<file path="src/dsm_pkg.sv">
// package: register map, field layout, select codes and carriers for the modulator
package dsm_pkg;

  // ----------------------------------------------------------------
  // register map
  // ----------------------------------------------------------------
  localparam int unsigned ADDR_W = 2;
  localparam int unsigned DATA_W = 8;
  localparam logic [1:0] ADDR_CONTROL = 2'h0;
  localparam logic [1:0] ADDR_SOURCE = 2'h1;
  localparam logic [1:0] ADDR_CARRIER_HIGH = 2'h2;

  // ----------------------------------------------------------------
  // field positions
  // ----------------------------------------------------------------
  localparam int unsigned CTRL_ENABLE_POS = 7;
  localparam int unsigned CTRL_POLARITY_POS = 4;
  localparam int unsigned CTRL_STATUS_POS = 3;
  localparam int unsigned CTRL_SWBIT_POS = 0;
  localparam int unsigned CARH_INVERT_POS = 6;
  localparam int unsigned CARH_SYNC_POS = 5;
  localparam int unsigned SEL_W = 4;

  // ----------------------------------------------------------------
  // reset values
  // ----------------------------------------------------------------
  localparam logic CTRL_RESET = 1'b0;
  localparam logic [7:0] READ_ZERO = 8'h00;
  localparam int unsigned SYNC_STAGES = 3;

  // ----------------------------------------------------------------
  // modulation source select codes
  // ----------------------------------------------------------------
  typedef enum logic [3:0] {
    MS_SOFTWARE = 4'h0, MS_PIN = 4'h1, MS_CAPTURE_COMPARE_ONE = 4'h2, MS_CAPTURE_COMPARE_TWO = 4'h3,
    MS_PULSE_WIDTH_UNIT_FIVE = 4'h4, MS_PULSE_WIDTH_UNIT_SIX = 4'h5, MS_CMP1 = 4'h6, MS_CMP2 = 4'h7,
    MS_SDO = 4'h8, MS_RESERVED = 4'h9, MS_TX = 4'hA, MS_NCO = 4'hB,
    MS_LOGIC_CELL_ONE = 4'hC, MS_CLC2 = 4'hD, MS_CLC3 = 4'hE, MS_LOGIC_CELL_FOUR = 4'hF
  } dsm_mod_sel_t;

  // ----------------------------------------------------------------
  // high carrier select codes
  // ----------------------------------------------------------------
  typedef enum logic [3:0] {
    CH_GROUND = 4'h0, CH_PIN1 = 4'h1, CH_PIN2 = 4'h2, CH_REFCLK = 4'h3,
    CH_CAPTURE_COMPARE_ONE = 4'h4, CH_CAPTURE_COMPARE_TWO = 4'h5, CH_PULSE_WIDTH_UNIT_FIVE = 4'h6, CH_PULSE_WIDTH_UNIT_SIX = 4'h7,
    CH_NCO = 4'h8, CH_RESERVED = 4'h9, CH_SYSCLK = 4'hA, CH_FASTOSC = 4'hB,
    CH_LOGIC_CELL_ONE = 4'hC, CH_CLC2 = 4'hD, CH_CLC3 = 4'hE, CH_LOGIC_CELL_FOUR = 4'hF
  } dsm_car_sel_t;

  // ----------------------------------------------------------------
  // source groups
  // ----------------------------------------------------------------
  // on-chip peripheral outputs, same clock domain
  typedef struct packed {
    logic capture_compare_one;
    logic capture_compare_two;
    logic pulse_width_unit_five;
    logic pulse_width_unit_six;
    logic cmp1;
    logic cmp2;
    logic sdo;
    logic tx;
    logic nco;
    logic [3:0] clc;
  } dsm_periph_t;

  // pins and foreign clocks, asynchronous to clk
  typedef struct packed {
    logic mod_pin;
    logic car_pin1;
    logic car_pin2;
    logic refclk;
    logic sysclk;
    logic fastosc;
  } dsm_async_t;

  localparam int unsigned ASYNC_W = $bits(dsm_async_t);

  // low carrier path, selected outside this block
  typedef struct packed {
    logic carrier;
    logic invert;
    logic sync;
  } dsm_low_t;

endpackage

</file>
<file path="src/dsm_ctrl.sv">
// module: data signal modulator control, source mux, high carrier and output mixing
//
// Operation
// enable bit mixes; clear gives no output
// polarity bit inverts output, idles high
// read-only status shows modulated output value
// software ignores status for fast signals
// software bit modulates only when selected
// four-bit field picks the modulator source
// modulator code 1001 connects nothing
// high carrier invert before mixing
// sync waits high carrier falling edge
// no sync switches away at once
// four-bit field picks the high carrier
// carrier code 1001 connects nothing
// unused control bits read zero
// source register upper nibble reads zero
// select fields keep value; control resets
// output is carrier ANDed with modulator
// modulator high uses high, low uses low
// sync carrier held until its falling edge
// any reset leaves the modulator disabled
`timescale 1ns/100ps
`default_nettype none

module dsm_ctrl (
  input wire logic clk,
  input wire logic rst_n,
  input wire logic [1:0] reg_addr,
  input wire logic [7:0] reg_wdata,
  input wire logic reg_write,
  input wire logic reg_read,
  output logic [7:0] reg_rdata,
  input wire dsm_pkg::dsm_periph_t periph_in,
  input wire dsm_pkg::dsm_async_t async_in,
  input wire dsm_pkg::dsm_low_t low_in,
  output logic modulated_out
);

  // ----------------------------------------------------------------
  // synchronised pins and foreign clocks
  // ----------------------------------------------------------------
  dsm_pkg::dsm_async_t async_s;

  // pins and foreign clocks pass four flops before any use
  dsm_sync #(
    .WIDTH(dsm_pkg::ASYNC_W)
  ) u_sync (
    .clk(clk),
    .rst_n(rst_n),
    .async_in(async_in),
    .sync_out(async_s)
  );

  // ----------------------------------------------------------------
  // register state
  // ----------------------------------------------------------------
  // software-visible register bits
  logic enable_q, enable_d;
  logic polarity_q, polarity_d;
  logic swbit_q, swbit_d;
  logic [3:0] mod_sel_q, mod_sel_d;
  logic [3:0] car_sel_q, car_sel_d;
  logic car_inv_q, car_inv_d;
  logic car_sync_q, car_sync_d;
  logic [7:0] rdata_q, rdata_d;

  // ----------------------------------------------------------------
  // mixing state
  // ----------------------------------------------------------------
  // sync gates, carrier history and output flop
  logic high_act_q, high_act_d;
  logic low_act_q, low_act_d;
  logic carh_prev_q, carh_prev_d;
  logic carl_prev_q, carl_prev_d;
  logic out_q, out_d;

  // selected signals and effective gates
  logic modulator;
  logic carh;
  logic carl;
  logic high_act;
  logic low_act;
  logic mixed;

  // ----------------------------------------------------------------
  // functions
  // ----------------------------------------------------------------
  // control register image with unused bits at zero
  function automatic logic [7:0] ctrl_image(
    input logic en,
    input logic pol,
    input logic stat,
    input logic sw
  );
    logic [7:0] v;
    v = dsm_pkg::READ_ZERO;
    v[dsm_pkg::CTRL_ENABLE_POS] = en;
    v[dsm_pkg::CTRL_POLARITY_POS] = pol;
    v[dsm_pkg::CTRL_STATUS_POS] = stat;
    v[dsm_pkg::CTRL_SWBIT_POS] = sw;
    return v;
  endfunction

  // carrier hold state: follow at once, or only on a falling edge
  // a synced carrier that never falls keeps its old gate
  function automatic logic carrier_gate(
    input logic want,
    input logic sync_en,
    input logic held,
    input logic now,
    input logic prev
  );
    logic g;
    g = held;
    if (!sync_en || (prev && !now)) begin
      g = want;
    end
    return g;
  endfunction

  // register index match, shared by write and read decode
  function automatic logic addr_hit(
    input logic [1:0] addr,
    input logic [1:0] want
  );
    return addr == want;
  endfunction

  // ----------------------------------------------------------------
  // modulator source select
  // ----------------------------------------------------------------
  always_comb begin
    modulator = 1'b0;
    if (!enable_q) begin
      modulator = swbit_q; // disabled forces the software bit
    end else begin
      case (dsm_pkg::dsm_mod_sel_t'(mod_sel_q))
        dsm_pkg::MS_SOFTWARE: modulator = swbit_q;
        dsm_pkg::MS_PIN: modulator = async_s.mod_pin;
        dsm_pkg::MS_CAPTURE_COMPARE_ONE: modulator = periph_in.capture_compare_one;
        dsm_pkg::MS_CAPTURE_COMPARE_TWO: modulator = periph_in.capture_compare_two;
        dsm_pkg::MS_PULSE_WIDTH_UNIT_FIVE: modulator = periph_in.pulse_width_unit_five;
        dsm_pkg::MS_PULSE_WIDTH_UNIT_SIX: modulator = periph_in.pulse_width_unit_six;
        dsm_pkg::MS_CMP1: modulator = periph_in.cmp1;
        dsm_pkg::MS_CMP2: modulator = periph_in.cmp2;
        dsm_pkg::MS_SDO: modulator = periph_in.sdo;
        dsm_pkg::MS_RESERVED: modulator = 1'b0;
        dsm_pkg::MS_TX: modulator = periph_in.tx;
        dsm_pkg::MS_NCO: modulator = periph_in.nco;
        dsm_pkg::MS_LOGIC_CELL_ONE: modulator = periph_in.clc[0];
        dsm_pkg::MS_CLC2: modulator = periph_in.clc[1];
        dsm_pkg::MS_CLC3: modulator = periph_in.clc[2];
        dsm_pkg::MS_LOGIC_CELL_FOUR: modulator = periph_in.clc[3];
        default: modulator = 1'b0;
      endcase
    end
  end

  // ----------------------------------------------------------------
  // high carrier select and polarity
  // ----------------------------------------------------------------
  always_comb begin
    carh = 1'b0;
    case (dsm_pkg::dsm_car_sel_t'(car_sel_q))
      dsm_pkg::CH_GROUND: carh = 1'b0;
      dsm_pkg::CH_PIN1: carh = async_s.car_pin1;
      dsm_pkg::CH_PIN2: carh = async_s.car_pin2;
      dsm_pkg::CH_REFCLK: carh = async_s.refclk;
      dsm_pkg::CH_CAPTURE_COMPARE_ONE: carh = periph_in.capture_compare_one;
      dsm_pkg::CH_CAPTURE_COMPARE_TWO: carh = periph_in.capture_compare_two;
      dsm_pkg::CH_PULSE_WIDTH_UNIT_FIVE: carh = periph_in.pulse_width_unit_five;
      dsm_pkg::CH_PULSE_WIDTH_UNIT_SIX: carh = periph_in.pulse_width_unit_six;
      dsm_pkg::CH_NCO: carh = periph_in.nco;
      dsm_pkg::CH_RESERVED: carh = 1'b0;
      dsm_pkg::CH_SYSCLK: carh = async_s.sysclk;
      dsm_pkg::CH_FASTOSC: carh = async_s.fastosc;
      dsm_pkg::CH_LOGIC_CELL_ONE: carh = periph_in.clc[0];
      dsm_pkg::CH_CLC2: carh = periph_in.clc[1];
      dsm_pkg::CH_CLC3: carh = periph_in.clc[2];
      dsm_pkg::CH_LOGIC_CELL_FOUR: carh = periph_in.clc[3];
      default: carh = 1'b0;
    endcase
    carh = carh ^ car_inv_q;
    if (!enable_q) begin
      carh = 1'b0; // disabled carrier goes to ground
    end
  end

  // low carrier arrives selected; apply its polarity here
  assign carl = enable_q & (low_in.carrier ^ low_in.invert);

  // ----------------------------------------------------------------
  // carrier switching and output mixing
  // ----------------------------------------------------------------
  // effective gates: a synced carrier uses its held state
  assign high_act = car_sync_q ? high_act_q : modulator;
  assign low_act = low_in.sync ? low_act_q : !modulator;
  assign mixed = (high_act & carh) | (low_act & carl);

  // next gates, carrier history and output
  always_comb begin
    carh_prev_d = carh;
    carl_prev_d = carl;
    high_act_d = carrier_gate(modulator, car_sync_q, high_act_q, carh, carh_prev_q);
    low_act_d = carrier_gate(!modulator, low_in.sync, low_act_q, carl, carl_prev_q);
    out_d = 1'b0;
    if (enable_q) begin
      out_d = mixed ^ polarity_q;
    end
  end

  // gates and output start idle after reset
  always_ff @(posedge clk or negedge rst_n) begin
    if (!rst_n) begin
      high_act_q <= 1'b0;
      low_act_q <= 1'b0;
      carh_prev_q <= 1'b0;
      carl_prev_q <= 1'b0;
      out_q <= 1'b0;
    end else begin
      high_act_q <= high_act_d;
      low_act_q <= low_act_d;
      carh_prev_q <= carh_prev_d;
      carl_prev_q <= carl_prev_d;
      out_q <= out_d;
    end
  end

  // output pin straight from the flop
  assign modulated_out = out_q;

  // ----------------------------------------------------------------
  // register writes
  // ----------------------------------------------------------------
  always_comb begin
    enable_d = enable_q;
    polarity_d = polarity_q;
    swbit_d = swbit_q;
    mod_sel_d = mod_sel_q;
    car_sel_d = car_sel_q;
    car_inv_d = car_inv_q;
    car_sync_d = car_sync_q;
    if (reg_write) begin
      if (addr_hit(reg_addr, dsm_pkg::ADDR_CONTROL)) begin
        enable_d = reg_wdata[dsm_pkg::CTRL_ENABLE_POS];
        polarity_d = reg_wdata[dsm_pkg::CTRL_POLARITY_POS];
        swbit_d = reg_wdata[dsm_pkg::CTRL_SWBIT_POS];
      end else if (addr_hit(reg_addr, dsm_pkg::ADDR_SOURCE)) begin
        mod_sel_d = reg_wdata[dsm_pkg::SEL_W-1:0];
      end else if (addr_hit(reg_addr, dsm_pkg::ADDR_CARRIER_HIGH)) begin
        car_inv_d = reg_wdata[dsm_pkg::CARH_INVERT_POS];
        car_sync_d = reg_wdata[dsm_pkg::CARH_SYNC_POS];
        car_sel_d = reg_wdata[dsm_pkg::SEL_W-1:0];
      end
    end
  end

  // ----------------------------------------------------------------
  // read data
  // ----------------------------------------------------------------
  // read mux; idle cycles and the unmapped index return zero
  always_comb begin
    rdata_d = dsm_pkg::READ_ZERO;
    if (reg_read) begin
      if (addr_hit(reg_addr, dsm_pkg::ADDR_CONTROL)) begin
        rdata_d = ctrl_image(enable_q, polarity_q, out_q, swbit_q);
      end else if (addr_hit(reg_addr, dsm_pkg::ADDR_SOURCE)) begin
        rdata_d = {4'h0, mod_sel_q};
      end else if (addr_hit(reg_addr, dsm_pkg::ADDR_CARRIER_HIGH)) begin
        rdata_d = {1'b0, car_inv_q, car_sync_q, 1'b0, car_sel_q};
      end
    end
  end

  // control bits clear on every reset
  always_ff @(posedge clk or negedge rst_n) begin
    if (!rst_n) begin
      enable_q <= dsm_pkg::CTRL_RESET;
      polarity_q <= dsm_pkg::CTRL_RESET;
      swbit_q <= dsm_pkg::CTRL_RESET;
      rdata_q <= dsm_pkg::READ_ZERO;
    end else begin
      enable_q <= enable_d;
      polarity_q <= polarity_d;
      swbit_q <= swbit_d;
      rdata_q <= rdata_d;
    end
  end

  // select fields are not reset and keep their value
  always_ff @(posedge clk) begin
    mod_sel_q <= mod_sel_d;
    car_sel_q <= car_sel_d;
    car_inv_q <= car_inv_d;
    car_sync_q <= car_sync_d;
  end

  // read data from the flop, one cycle after the strobe
  assign reg_rdata = rdata_q;

endmodule

`default_nettype wire

</file>
<file path="src/dsm_sync.sv">
// module: three-stage input synchroniser with agreement filter
`timescale 1ns/100ps
`default_nettype none

module dsm_sync #(
  parameter int unsigned WIDTH = 1
) (
  input wire logic clk,
  input wire logic rst_n,
  input wire logic [WIDTH-1:0] async_in,
  output logic [WIDTH-1:0] sync_out
);

  logic [WIDTH-1:0] s1_q, s2_q, s3_q, out_q;
  logic [WIDTH-1:0] s1_d, s2_d, s3_d, out_d;

  // ----------------------------------------------------------------
  // next values
  // ----------------------------------------------------------------
  // a bit only changes once stages two and three agree
  always_comb begin
    s1_d = async_in;
    s2_d = s1_q;
    s3_d = s2_q;
    out_d = out_q;
    for (int i = 0; i < WIDTH; i++) begin
      if (s2_q[i] == s3_q[i]) begin
        out_d[i] = s3_q[i];
      end
    end
  end

  // ----------------------------------------------------------------
  // registers
  // ----------------------------------------------------------------
  always_ff @(posedge clk or negedge rst_n) begin
    if (!rst_n) begin
      s1_q <= '0;
      s2_q <= '0;
      s3_q <= '0;
      out_q <= '0;
    end else begin
      s1_q <= s1_d;
      s2_q <= s2_d;
      s3_q <= s3_d;
      out_q <= out_d;
    end
  end

  assign sync_out = out_q;

endmodule

`default_nettype wire

</file>
<file path="config.mk">
export PLATFORM = sky130hd
export DESIGN_NAME = dsm_ctrl
export DESIGN_NICKNAME = d
export VERILOG_FILES = /design/src/dsm_pkg.sv /design/src/dsm_ctrl.sv /design/src/dsm_sync.sv
export SDC_FILE = /design/constraint.sdc
export NUM_CORES = 1
export LEC_CHECK = 0
export ABC_CLOCK_PERIOD_IN_PS = 2300
export BUFFER_PORTS_ARGS = -buffer_cell sky130_fd_sc_hd__buf_4
export CAP_MARGIN = 25
export CORE_MARGIN = 2
export CORE_UTILIZATION = 39
export CTS_BUF_LIST = sky130_fd_sc_hd__clkbuf_2 sky130_fd_sc_hd__clkbuf_4 sky130_fd_sc_hd__clkbuf_8
export DETAILED_ROUTE_END_ITERATION = 7
export SLEW_MARGIN = 20
export SYNTH_ARGS = -nofsm -noshare
export SYNTH_HDL_FRONTEND = slang
export SYNTH_SLANG_ARGS = --single-unit
</file>
<file path="constraint.sdc">
create_clock -name clk -period 2.3 [get_ports clk]
set_input_delay 0.345 -clock clk [delete_from_list [all_inputs] [get_ports clk]]
set_output_delay 0.345 -clock clk [all_outputs]
set_load 0.02 [all_outputs]
</file>
==> impl_metrics.json <==
{
  "outcome": "finished, violations left",
  "violations": "hold timing",
  "rsz0062_at_grt": "no",
  "synth.avg_cell_area_um2": 14.7,
  "path_class": "reg2reg",
  "h-tree-depth": 2,
  "route.vias.total": 1249,
  "critPathArrivalTime_ps": 2370,
  "multi_input_area_um2": 654,
  "clk_pin_slew_ps": 90,
  "tightest_slew_ps": 481,
  "ys_seq_area_share_pct": 65.3,
  "clkLatencyLatePin_ps": 310,
  "layout.area.seq_mm2": 0.00130,
  "grt_usage_pct": 14.7,
  "gp_congestion": 0.821,
  "p_total_mw": 1.81,
  "ios": 45,
  "start_util_pct": 39.8,
  "drt_first_pass_iters": 4,
  "remaining_drc_errors": 0,
  "die_h_um": 75.5,
  "setup_violations": 0,
  "ys_top_cells_by_area": "dfrtp_1 50%, edfxtp_1 15%, mux2i_1 4.0%",
  "synth_cells": 136,
  "startpoint_type": "register",
  "clock.fmax_ghz": 0.462,
  "fin_crit_ps": 2160,
  "drive_gt1_share_pct": 36.2,
  "cts_tree": "yes",
  "cts_made_buffers": 5,
  "routed_wl_mm": 3.75,
  "leakage_nw": 1.12,
  "skew_ps": 3.68,
  "hp-class": "in2async",
  "p_clk_share_pct": 28.5,
  "placedInstanceArea_mm2": 0.00239,
  "worstSetupEndpointType": "register",
  "power.switching_uw": 466,
  "post_cts_buffers": 0,
  "dpl.hpwl_mm": 2.95,
  "port_buffers": 44,
  "r2r_slack_ps": 140,
  "synth_edf_count": 10,
  "grt_overflow": 0,
  "synthesis.nets": 172,
  "required_ps": 2500,
  "antenna_cells": 0,
  "area_growth_pct": 25.1,
  "slew_violations": 0,
  "ys_types": 37,
  "power_density_mw_per_mm2": 725,
  "grt_pass1_vias": 1264,
  "grt_pass1_wl_mm": 6.04,
  "grt_start_max_net_pins": 41,
  "antenna_found_initial": 0,
  "cts_sinks": 50,
  "pwr-share-comb_pct": 14.4,
  "peakVddDrop_mv": 0.353,
  "setup_tns_ps": 0,
  "synth_top_area_share_pct": 50.2,
  "seqPwrFrac_pct": 57.1,
  "p_sw_share_pct": 25.8,
  "ys_ff_latch": 50,
  "synth-warning-count": 0,
  "wl_per_cell_um": 14.7,
  "fp-row-count": 26,
  "worstPathMaxFanout": 8,
  "route.antenna.remaining_nets": 0,
  "coreArea_mm2": 0.00501,
  "finalCritPeriodShare_pct": 94.1,
  "slew_headroom_pct": 67.9,
  "die_area_mm2": 0.00570,
  "finalHoldViolCount": 17,
  "fp.dieW_um": 75.5,
  "fill_cells": 470,
  "ys.flop_type": "dfrtp_1",
  "drv_cap": 0,
  "final_area_mm2": 0.00249,
  "nets": 220,
  "clock-root-buffer": "clkbuf_8",
  "timing.hold.ws_ps": -12.2,
  "clk_path_buf_depth": 2,
  "routed_via_density": 4.90,
  "synth_area_mm2": 0.00199,
  "yosysTopAreaCell": "dfrtp_1",
  "internal-power_mw": 1.34,
  "drtIter0Drc": 54,
  "async_flop_share_pct": 80.0
}
final timing paths:
kind | startpoint | endpoint | depth (start not counted)
min in group clk | async_in[2] | u_sync.s1_q[2]$_DFF_PN0_ | 1
worst min-delay path | rst_n | u_sync.s2_q[3]$_DFF_PN0_ | 1
worst max register to register | car_sel_q[0]$_DFFE_PP_ | high_act_q$_DFFE_PN0P_ | 6
worst max-delay path | car_sel_q[0]$_DFFE_PP_ | high_act_q$_DFFE_PN0P_ | 6
worst min register to register | u_sync.s1_q[0]$_DFF_PN0_ | u_sync.s2_q[0]$_DFF_PN0_ | 0
max in group asynchronous | rst_n | u_sync.s2_q[0]$_DFF_PN0_ | 1
Yosys cell counts (all sizes together), types with 3 or more instances:
cell / n
a22oi: 3
and2: 5
and3: 4
dfrtp: 40
edfxtp: 10
inv: 5
maj3: 6
mux2: 6
mux2i: 8
mux4: 4
nand2: 8
nor2: 4
nor2b: 5
o21ai: 3
layout make-up:
type | instances | share of cell area, %
sequential | 50 | 52.2
timing repair buffer | 45 | 13.5
tap | 70 | 3.51
clock buffer | 5 | 2.76
multi-input combinational | 77 | 26.2
inverter | 5 | 0.753
clock inverter | 3 | 1.00
sequential cells by signal, indices dropped and copies added (netlist names):
signal	flops
car_inv_q	1
u_sync.s2_q	6
carh_prev_q	1
car_sync_q	1
enable_q	1
reg_rdata	8
modulated_out	1
polarity_q	1
u_sync.s3_q	6
u_sync.sync_out	6
high_act_q	1
mod_sel_q	4
u_sync.s1_q	6
low_act_q	1
swbit_q	1
carl_prev_q	1
car_sel_q	4
worst max-delay path: stages (launching register included):
cell,delay (ps)
edfxtp_1,570
mux2_2,390
a221oi_2,290
or4_1,180
o2111ai_2,170
o21ai_2,170
mux2_4,300
per-stage QoR:
stage	cells	util, %	setup slack (ps)
3_5_place_dp	247	47.8	87.6
6_report	255	49.8	135
3_3_place_gp	247	47.8	154
4_1_cts	255	49.7	74.7
2_1_floorplan	136	-	337
5_1_grt	255	49.8	19.4
routing by layer:
metal / global-route usage (%) / wire length, µm / vias up
met3: 4.76 / 194 / 8
met5: 0 / 0 / -
met4: 7.02 / 89 / 0
met1: 17.9 / 1550 / 617
li1: - / - / 590
met2: 23.7 / 1920 / 34
cells in the final DEF (no fill, tap or decap), types with 2 or more instances in the layout:
cell type	n
and2_1	5
or4_1	2
maj3_1	6
a31oi_1	2
o21ai_0	2
buf_4	45
nor2b_1	4
a22oi_1	3
nand2b_1	2
mux2_2	5
dfrtp_1	40
edfxtp_1	10
a21oi_1	2
clkbuf_8	5
nand2_1	8
mux4_2	3
nor2_1	4
mux2i_1	8
and3_1	4
inv_1	5
what timing repair did:
| action | CTS | global route |
|---|---|---|
| hold buffers | 0 | 0 |
| setup endpoints to repair | 0 | 1 |
| gates resized for setup | 0 | 3 |
power groups by stage:
stage / sequential [mW] / clock, mW / combinational [mW]
after floorplan: 1.04 / 0 / 0.145
after global placement: 1.05 / 0 / 0.255
after detailed placement: 1.05 / 0 / 0.263
after CTS: 1.03 / 0.529 / 0.263
after global routing: 1.04 / 0.573 / 0.290
final: 1.03 / 0.515 / 0.261
cell families (layout without fill, tap and decap cells):
family | after synthesis | in the layout | synth area share [%]
mux | 18 | 18 | 12.5
xor+xnor | 1 | 1 | 0.440
compound gates | 18 | 18 | 7.09
flops | 50 | 50 | 65.3
simple gates | 34 | 34 | 9.54
fa+ha+maj | 6 | 6 | 3.01
buf+inv | 9 | 58 | 2.13
Note: power is estimated with default switching activity, not from simulation.
